File: src/spx_pkg.sv
// constants shared by the stack-pointer-relative compressed load/store expander
// assumes a single core clock domain; the expander, the props checker and the bench all use it
`default_nettype none

package spx_pkg;

    // base integer width selection driven by the core configuration
    typedef enum logic [1:0] {
        SPX_BASE_32  = 2'b00,
        SPX_BASE_64  = 2'b01,
        SPX_BASE_128 = 2'b10
    } spx_base_t;

    // compressed quadrant that holds the stack-relative forms
    localparam logic [1:0] QUADRANT_STACK   = 2'h2;

    // function code field values within that quadrant
    localparam logic [2:0] FC_LOAD_QUAD     = 3'h1; // also float double load
    localparam logic [2:0] FC_LOAD_WORD     = 3'h2;
    localparam logic [2:0] FC_LOAD_DOUBLE   = 3'h3; // also float single load
    localparam logic [2:0] FC_STORE_QUAD    = 3'h5; // also float double store
    localparam logic [2:0] FC_STORE_WORD    = 3'h6;
    localparam logic [2:0] FC_STORE_DOUBLE  = 3'h7; // also float single store

    // field positions in the 16-bit parcel
    localparam int         POS_FC_LSB       = 13;
    localparam int         POS_RD_LSB       = 7;
    localparam int         POS_RS2_LSB      = 2;

    // 32-bit major opcodes
    localparam logic [6:0] OPC_LOAD         = 7'h03;
    localparam logic [6:0] OPC_LOAD_FP      = 7'h07;
    localparam logic [6:0] OPC_MISC_MEM     = 7'h0f;
    localparam logic [6:0] OPC_STORE        = 7'h23;
    localparam logic [6:0] OPC_STORE_FP     = 7'h27;

    // 32-bit width function codes
    localparam logic [2:0] F3_WORD          = 3'h2;
    localparam logic [2:0] F3_DOUBLE        = 3'h3;
    localparam logic [2:0] F3_STORE_QUAD    = 3'h4;
    localparam logic [2:0] F3_LOAD_QUAD     = 3'h2;

    // register numbers
    localparam logic [4:0] REG_STACK_POINTER = 5'h02;
    localparam logic [4:0] REG_HARDWIRED_ZERO = 5'h00;

    // values after reset
    localparam logic [31:0] RST_EXPANDED    = 32'h0000_0000;
    localparam logic        RST_FLAG        = 1'b0;

endpackage

`default_nettype wire
File: src/spx_expander.sv
// expander for stack-pointer-relative compressed loads and stores
// assumes a 16-bit parcel from fetch in the core clock domain, config
// straps that are static while instructions flow, and a decoder downstream
//
// Overview of operation
// RQ1 - word stack load becomes lw, offset times 4
// RQ2 - word stack load to zero register is reserved
// RQ3 - 64/128 bases: double load becomes ld, times 8
// RQ4 - double stack load to zero is reserved
// RQ5 - 128 base: quad load becomes lq, times 16
// RQ6 - quad stack load to zero is reserved
// RQ7 - 32 base with single float: flw, times 4
// RQ8 - 32/64 base with double float: fld, times 8
// RQ9 - word stack store becomes sw, times 4
// RQ10 - 64/128 bases: double store becomes sd
// RQ11 - 128 base: quad store becomes sq
// RQ12 - 32 base with single float: fsw store
// RQ13 - 32/64 base with double float: fsd store
// RQ14 - load fields: code, offset bit, rd, offset
// RQ15 - store fields: code, six-bit offset, rs2
// RQ16 - offsets reassembled per size, zero-extended
// RQ17 - only low bits 10; unsupported forms illegal
`timescale 1ns/1ns
`default_nettype none

module spx_expander (
    input  wire logic              sys_clk_i,      // core clock, 125 MHz
    input  wire logic              rst_n_i,        // async reset, active low
    input  wire logic              parcel_valid_i, // parcel present this cycle
    input  wire logic [15:0]       parcel_i,       // compressed instruction parcel
    input  wire spx_pkg::spx_base_t base_i,        // configured integer base width
    input  wire logic              has_float_single_i, // single float extension present
    input  wire logic              has_float_double_i, // double float extension present
    output logic                   expanded_valid_o,   // result below is valid
    output logic                   stack_ldst_o,       // parcel was a stack load/store
    output logic                   illegal_o,          // reserved or unsupported form
    output logic [31:0]            expanded_o          // equivalent 32-bit instruction
);

    // decoded fields of the parcel
    logic [2:0]  func_code;          // function code field
    logic [4:0]  rd_field;           // full destination register
    logic [4:0]  rs2_field;          // full store source register
    logic        in_quadrant;        // low two bits select the stack quadrant

    // offsets reassembled per access size, in bytes (already scaled)
    logic [11:0] off_load_word;
    logic [11:0] off_load_double;
    logic [11:0] off_load_quad;
    logic [11:0] off_store_word;
    logic [11:0] off_store_double;
    logic [11:0] off_store_quad;

    // registered result and its next value
    logic        out_valid;
    logic        out_match;
    logic        out_illegal;
    logic [31:0] out_instr;
    logic        next_out_valid;
    logic        next_out_match;
    logic        next_out_illegal;
    logic [31:0] next_out_instr;

    // field extraction is wiring only
    // rd and rs2 are full five-bit fields, so every register is reachable
    assign func_code   = parcel_i[spx_pkg::POS_FC_LSB +: 3];            // [RQ14] [RQ15]
    assign rd_field    = parcel_i[spx_pkg::POS_RD_LSB +: 5];           // [RQ14]
    assign rs2_field   = parcel_i[spx_pkg::POS_RS2_LSB +: 5];          // [RQ15]
    assign in_quadrant = (parcel_i[1:0] == spx_pkg::QUADRANT_STACK);   // [RQ17]

    // load offsets: bit 5 from bit 12, the rest from bits 6..2, high bits lowest
    // word: offset 7..6 sit in bits 3..2, offset 4..2 in bits 6..4
    // double: offset 8..6 sit in bits 4..2, offset 4..3 in bits 6..5
    // quad: offset 9..6 sit in bits 5..2, offset 4 in bit 6
    assign off_load_word   = {4'h0, parcel_i[3:2], parcel_i[12], parcel_i[6:4], 2'h0};   // [RQ16] [RQ1]
    assign off_load_double = {3'h0, parcel_i[4:2], parcel_i[12], parcel_i[6:5], 3'h0};   // [RQ16] [RQ3]
    assign off_load_quad   = {2'h0, parcel_i[5:2], parcel_i[12], parcel_i[6], 4'h0};     // [RQ16] [RQ5]

    // store offsets: six-bit field in bits 12..7, low scaled bits first
    // word: offset 5..2 in bits 12..9, offset 7..6 in bits 8..7
    // double: offset 5..3 in bits 12..10, offset 8..6 in bits 9..7
    // quad: offset 5..4 in bits 12..11, offset 9..6 in bits 10..7
    // the scaled low bits are zero, so an access is never misaligned
    assign off_store_word   = {4'h0, parcel_i[8:7], parcel_i[12:9], 2'h0};               // [RQ16] [RQ9]
    assign off_store_double = {3'h0, parcel_i[9:7], parcel_i[12:10], 3'h0};              // [RQ16] [RQ10]
    assign off_store_quad   = {2'h0, parcel_i[10:7], parcel_i[12:11], 4'h0};             // [RQ16] [RQ11]

    // build a 32-bit immediate-form load based on the stack pointer
    // the twelve-bit immediate is zero-extended, so the reach is upward only
    function automatic logic [31:0] make_load(input logic [11:0] off, input logic [2:0] f3,
                                              input logic [4:0] rd, input logic [6:0] opc);
        return {off, spx_pkg::REG_STACK_POINTER, f3, rd, opc};
    endfunction

    // build a 32-bit split-immediate store based on the stack pointer
    // immediate bits 11..5 sit above rs2 and bits 4..0 above the opcode
    function automatic logic [31:0] make_store(input logic [11:0] off, input logic [2:0] f3,
                                               input logic [4:0] rs2, input logic [6:0] opc);
        return {off[11:5], rs2, spx_pkg::REG_STACK_POINTER, f3, off[4:0], opc};
    endfunction

    // decode and expand; anything outside the stack forms passes with no match
    // the expansion is filled in even when the form is illegal, so the decoder
    // downstream can report the faulting word; the illegal flag alone decides
    // whether the result may issue
    // the base and extension straps are read directly: they must not change
    // while parcels flow, since nothing here resynchronises them
    always_comb begin
        next_out_valid   = parcel_valid_i;
        next_out_match   = 1'b0;
        next_out_illegal = 1'b0;
        next_out_instr   = spx_pkg::RST_EXPANDED;
        if (parcel_valid_i && in_quadrant) begin // [RQ17]
            case (func_code)
                // word stack load, any base
                spx_pkg::FC_LOAD_WORD: begin
                    // rd of zero is reserved; the encoding is still filled in
                    next_out_match   = 1'b1;
                    next_out_illegal = (rd_field == spx_pkg::REG_HARDWIRED_ZERO); // [RQ2]
                    next_out_instr   = make_load(off_load_word, spx_pkg::F3_WORD, rd_field,
                                                 spx_pkg::OPC_LOAD); // [RQ1]
                end
                // double integer load on wide bases, single float load on 32
                spx_pkg::FC_LOAD_DOUBLE: begin
                    next_out_match = 1'b1;
                    if (base_i == spx_pkg::SPX_BASE_32) begin
                        // float single needs the extension
                        next_out_illegal = !has_float_single_i; // [RQ17]
                        next_out_instr   = make_load(off_load_word, spx_pkg::F3_WORD, rd_field,
                                                     spx_pkg::OPC_LOAD_FP); // [RQ7]
                    end else begin
                        next_out_illegal = (rd_field == spx_pkg::REG_HARDWIRED_ZERO); // [RQ4]
                        next_out_instr   = make_load(off_load_double, spx_pkg::F3_DOUBLE, rd_field,
                                                     spx_pkg::OPC_LOAD); // [RQ3]
                    end
                end
                // quad load on 128 base, double float load otherwise
                spx_pkg::FC_LOAD_QUAD: begin
                    next_out_match = 1'b1;
                    if (base_i == spx_pkg::SPX_BASE_128) begin
                        next_out_illegal = (rd_field == spx_pkg::REG_HARDWIRED_ZERO); // [RQ6]
                        next_out_instr   = make_load(off_load_quad, spx_pkg::F3_LOAD_QUAD, rd_field,
                                                     spx_pkg::OPC_MISC_MEM); // [RQ5]
                    end else begin
                        // float double load needs the extension
                        next_out_illegal = !has_float_double_i; // [RQ17]
                        next_out_instr   = make_load(off_load_double, spx_pkg::F3_DOUBLE, rd_field,
                                                     spx_pkg::OPC_LOAD_FP); // [RQ8]
                    end
                end
                // word stack store, any base
                spx_pkg::FC_STORE_WORD: begin
                    next_out_match = 1'b1;
                    next_out_instr = make_store(off_store_word, spx_pkg::F3_WORD, rs2_field,
                                                spx_pkg::OPC_STORE); // [RQ9]
                end
                // double store on wide bases, single float store on 32
                spx_pkg::FC_STORE_DOUBLE: begin
                    next_out_match = 1'b1;
                    if (base_i == spx_pkg::SPX_BASE_32) begin
                        // float single store needs the extension
                        next_out_illegal = !has_float_single_i; // [RQ17]
                        next_out_instr   = make_store(off_store_word, spx_pkg::F3_WORD, rs2_field,
                                                      spx_pkg::OPC_STORE_FP); // [RQ12]
                    end else begin
                        next_out_instr   = make_store(off_store_double, spx_pkg::F3_DOUBLE, rs2_field,
                                                      spx_pkg::OPC_STORE); // [RQ10]
                    end
                end
                // quad store on 128 base, double float store otherwise
                spx_pkg::FC_STORE_QUAD: begin
                    next_out_match = 1'b1;
                    if (base_i == spx_pkg::SPX_BASE_128) begin
                        next_out_instr   = make_store(off_store_quad, spx_pkg::F3_STORE_QUAD, rs2_field,
                                                      spx_pkg::OPC_STORE); // [RQ11]
                    end else begin
                        // float double store needs the extension
                        next_out_illegal = !has_float_double_i; // [RQ17]
                        next_out_instr   = make_store(off_store_double, spx_pkg::F3_DOUBLE, rs2_field,
                                                      spx_pkg::OPC_STORE_FP); // [RQ13]
                    end
                end
                // other forms of this quadrant belong to other decoders
                default: begin
                    next_out_match = 1'b0;
                end
            endcase
            // an unknown base code never yields a usable expansion
            // the would-be encoding still stands, so the flag alone blocks it
            if (next_out_match && (base_i != spx_pkg::SPX_BASE_32) && (base_i != spx_pkg::SPX_BASE_64)
                && (base_i != spx_pkg::SPX_BASE_128)) begin
                next_out_illegal = 1'b1; // [RQ17]
            end
        end
    end

    // register the result; one cycle from parcel to answer
    // every output reloads on every edge, so a stale result never outlives
    // its parcel by more than the one cycle of latency
    always_ff @(posedge sys_clk_i or negedge rst_n_i) begin
        if (!rst_n_i) begin
            out_valid   <= spx_pkg::RST_FLAG;
            out_match   <= spx_pkg::RST_FLAG;
            out_illegal <= spx_pkg::RST_FLAG;
            out_instr   <= spx_pkg::RST_EXPANDED;
        end else begin
            out_valid   <= next_out_valid;
            out_match   <= next_out_match;
            out_illegal <= next_out_illegal;
            out_instr   <= next_out_instr;
        end
    end

    // outputs straight from the flip-flops
    // expanded_valid_o follows parcel_valid_i by exactly one edge
    assign expanded_valid_o = out_valid;
    assign stack_ldst_o     = out_match;
    assign illegal_o        = out_illegal;
    assign expanded_o       = out_instr;

endmodule

`default_nettype wire

File: config.mk
export PLATFORM = sky130hd
export DESIGN_NAME = spx_expander
export DESIGN_NICKNAME = d
export VERILOG_FILES = /design/src/spx_pkg.sv /design/src/spx_expander.sv
export SDC_FILE = /design/constraint.sdc
export NUM_CORES = 1
export LEC_CHECK = 0
export ABC_AREA = 1
export ABC_CLOCK_PERIOD_IN_PS = 800
export BUFFER_PORTS_ARGS = -buffer_cell sky130_fd_sc_hd__buf_2
export CORE_UTILIZATION = 44
export DETAILED_ROUTE_END_ITERATION = 7
export HOLD_SLACK_MARGIN = 0.15
export PLACE_DENSITY = 0.77
export SLEW_MARGIN = 5
export SYNTH_ARGS = -nofsm -noshare
export SYNTH_HDL_FRONTEND = slang
export SYNTH_SLANG_ARGS = --single-unit
File: constraint.sdc
create_clock -name sys_clk_i -period 0.8 [get_ports sys_clk_i]
set_input_delay 0.04 -clock sys_clk_i [delete_from_list [all_inputs] [get_ports sys_clk_i]]
set_output_delay 0.04 -clock sys_clk_i [all_outputs]
set_load 0.01 [all_outputs]
* After elaboration in Yosys (flattened, before gate mapping)
Index checks and enable logic that the tools add are counted. Widths: inputs -> output; s select.
Word-level totals: register bits after elaboration 35, bits of input ports 23, output and inout port bits 35
Cells by class: equality and inequality tests 10, muxes and demuxes 16, reduce and logical (&&, ||, !) cells 10
Operators with widths (count):
- $pmux 30 s6 | 1
- $mux 30 | 3
- $mux 29 | 2
- $eq 3x3->1 const B | 3
- $mux 1 | 9
- $eq 3x2->1 const B | 2
- $reduce_or 6->1 | 1
- $logic_not 5->1 | 1
- $pmux 1 s5 | 1
- $eq 2x2->1 const B | 2
- $logic_and 1x1->1 | 4
- $eq 3x1->1 const B | 1
- $logic_not 1->1 | 2
- $logic_not 2->1 | 1
- $ne 2x1->1 const B | 1
- $ne 2x2->1 const B | 1
- $reduce_bool 2->1 | 1

* Longest topological paths before layout
depth after elaboration 9, mapped depth 9, gate-level depth less buffers 8

* Least setup slack after synthesis
OpenSTA, ideal clock, no wires.
path type input to register, start input port parcel_i[14], end register out_instr[27] (netlist: expanded_o[27]), arrival 629 ps, setup slack 46 ps, cell stages on the path 5, path through buf_4 > nor2_4 > nor2_8 > nand2_1 > o22ai_1
On the way: cells in the longest elaborated chain, start to end 3, elaborated cells between the ends (all ways) 8, those cells by class eq/ne (6); mux (2)
RTL lines:
- start, declared | RTL line spx_expander.sv:30 | input wire logic [15:0] parcel_i,
- $eq 3x3->1 (tied with other cells) | RTL line spx_expander.sv:114 | case (func_code)
- $pmux 30 s6 * | RTL line spx_expander.sv:114
- $mux 30 * | RTL line spx_expander.sv:113 | if (parcel_valid_i && in_quadrant) begin
- named net next_out_instr[27] | RTL line spx_expander.sv:62 | logic [31:0] next_out_instr;
- end signal, assigned | RTL line spx_expander.sv:205 | out_instr <= spx_pkg::RST_EXPANDED;
- end signal, assigned | RTL line spx_expander.sv:210 | out_instr <= next_out_instr;
- end, declared | RTL line spx_expander.sv:58 | logic [31:0] out_instr;
Mark *: on every way through the listed nets, which the timed path passes. The rest lies on a longest branch.

==> run_results.csv <==
group,metric,value,unit
timing,rsz0062_at_grt,"true",
floorplan,io_pins,58,
status,status,"complete, but fails checks",
route,ant_nets,0,
timing,finalCritPeriodShare,1.122,
route,via_per_inst,4.626,
floorplan,die_area,2822,um^2
grt,grt_antenna_before_repair,0,
timing,finalCriticalPeriod,0.8979,ns
clock_network,path_clk_slew,0.14,ns
pwr,cellPowerDensity,1407,nW/um^2
setup_path,path_cells,"buf_2",
setup_path,crit_family,"flip-flops",
clock_network,numCtsBuffers,3,
pwr,ir_worst_vdd,0.9403,mV
timing,worstMarginPinSlew,0.5321,ns
timing,slew_violations,0,
floorplan,initial_utilization,0.4641,
placed_design,postPlaceCellArea,1436,um^2
placed_design,place.gp.congestion,0.9316,
timing,relSlewSlack,0.6453,
floorplan,die_w,53.12,um
route,vias,1050,
status,violations,"hold timing, setup timing",
placed_design,dp_slack,-0.09877,ns
pwr,p_leak,0.9967,nW
setup_path,crit_type,"flip-flop to output pin",
floorplan,core-area,2477,um^2
grt,grtUsageTotal,0.1884,
route,avgRoutedWirePerCell,11.41,um
placed_design,dp_hpwl,1903,um
finish,final_layout_size_suffix_gt1_frac,0.3807,
setup_path,cp_slowest_stage_delay,0.40,ns
grt,grt_max_degree,26,
route,drtIter0Drc,28,
floorplan,num_rows,18,
setup_path,critical_path_arrival,0.86,ns
timing,holdWs,-0.1506,ns
pwr,p_total,0.002256,W
grt,overflow,0,
synthesis,syn_inst,127,
grt,grt_pass1_wl,3705,um
synthesis,avgSynthCellArea,9.054,um^2
run,maxCapViolCount,0,
clock_network,cts.sinks,25,
setup_path,crit_buf_inv,1,
setup_path,critPathLaunchType,"flip-flop",
setup_path,cp.required,0.76,ns
timing,layout_setup_ws,-0.09785,ns
synthesis,synth_warnings,0,
floorplan,fp.dieH,53.12,um
clock_network,htree_levels,1,
synthesis,ys_types,22,
finish,antenna_cells,0,
route,drt-pass1-iter-count,4,
placed_design,numPortBuffers,49,
setup_path,cp-end-kind,"output pin",
finish,syn_to_final_growth,39.39,%
synthesis,syn_area,1150,um^2
synthesis,synth_area_leaders,"dfrtp_1, buf_4, nand2_1",
route,drc,0,
clock_network,cts_tree,"done",
finish,final_area,1603,um^2
setup_path,crit_fanout,3,
timing,fmax,1114,MHz
synthesis,synth_top_cell_by_area,"dfrtp_1",
setup_path,crit_slowest_cell,"dfrtp_1",
route,drt-total-wl,2591,um
clock_network,cts_setup_buffers,0,
min_path,hold_class,"primary input to flip-flop",
finish,final_nets,221,
synthesis,ys_seq_area_frac,0.5441,
grt,grt_pass1_vias,915,
timing,setup_viol,27,
clock_network,clockRootBuffer,"clkbuf_4",
clock_network,clock_path_buffers,2,
timing,finalHoldViolCount,1,
synthesis,synth_top_area_frac,0.5441,
synthesis,synth_seq_cells,25,
[cell usage in the layout (no fill, tap or decap), drive strengths merged]
| master | instances |
|---|---|
| buf | 58 |
| clkbuf | 3 |
| nor3 | 4 |
| dfrtp | 25 |
| inv | 23 |
| o21ai | 4 |
| nor4 | 1 |
| nor2 | 19 |
| nand2 | 21 |
| dlygate4sd3 | 13 |
| and3 | 1 |
| o22ai | 2 |
| clkinvlp | 1 |
| nand3b | 1 |
| a21oi | 3 |
| conb | 8 |
| nand3 | 8 |
| nand4 | 2 |
[report_power, final]
part	leakage [nW]	total (W)	internal [W]	switching [W]
Clock	0.0139	0.000568	0.000191	0.000377
Combinational	0.640	0.000391	0.000171	0.000220
Sequential	0.343	0.00130	0.00129	0.00000694
Total	0.997	0.00226	0.00165	0.000604
[sequential cells by signal, summed over array words and instances, names as in the netlist]
| signal | count |
|---|---|
| expanded_o | 22 |
| stack_ldst_o | 1 |
| illegal_o | 1 |
| expanded_valid_o | 1 |
[through the flow]
stage                     hold slack (ns)    util  cells  setup TNS [ns]
after floorplan                   -0.2556       -    134               0
after global placement            0.03347  0.5798    210         -0.3450
after detailed placement          0.05016  0.5798    210         -0.8599
after CTS                         -0.1516  0.6404    226          -2.429
after global routing              -0.1680  0.6470    227          -3.189
final                             -0.1506  0.6470    227          -2.147
[final timing paths]
kind / endpoint / cells after the start / from / slack (ns)
max: expanded_o[1] / 1 / expanded_o[16] / -0.1
min: expanded_valid_o / 1 / parcel_valid_i / -0.15
max in group asynchronous: expanded_o[21] / 2 / rst_n_i / 0.23
min in group asynchronous: expanded_o[24] / 2 / rst_n_i / 0.20
[metal layers]
metal | vias up | GRT usage | wire length (um)
met5 | - | 0 | 0
met4 | 0 | 0.1272 | 56
met3 | 5 | 0.02011 | 174
met2 | 53 | 0.3207 | 1244
met1 | 479 | 0.2208 | 1115
li1 | 513 | - | -
[synth_stat cells (all sizes together)]
library cell / n
o22ai: 2
dfrtp: 25
nand4: 2
nor4: 1
o21ai: 4
nand2: 21
conb: 1
buf: 12
and3: 1
nand3: 8
nor2: 19
nor3: 4
nand3b: 1
a21oi: 3
inv: 23
[kinds of logic after synthesis]
logic type | after synthesis | synth area share
buffers and inverters | 35 | 0.1534
AND/OR/NAND/NOR | 57 | 0.2579
AO/OA/AOI/OAI | 9 | 0.04134
flip-flops | 25 | 0.5441
other | 1 | 0.003261
[layout make-up]
cell class,instances,area [um^2]
clock buffers,3,22.52
inverters,23,86.33
clock inverters,1,7.507
repair buffers,71,449.2
fillers,213,874.6
flip-flops and latches,25,625.6
multi-input cells,74,374.1
well taps,30,37.54
[what timing repair did]
item / CTS / global route
pin swaps: 0 / 1
endpoints found under the hold margin: 49 / 12
setup endpoints to repair: 27 / 29
hold buffers: 12 / 3
resized for setup: 0 / 1
No activity file was read; power rests on OpenSTA's default activity.
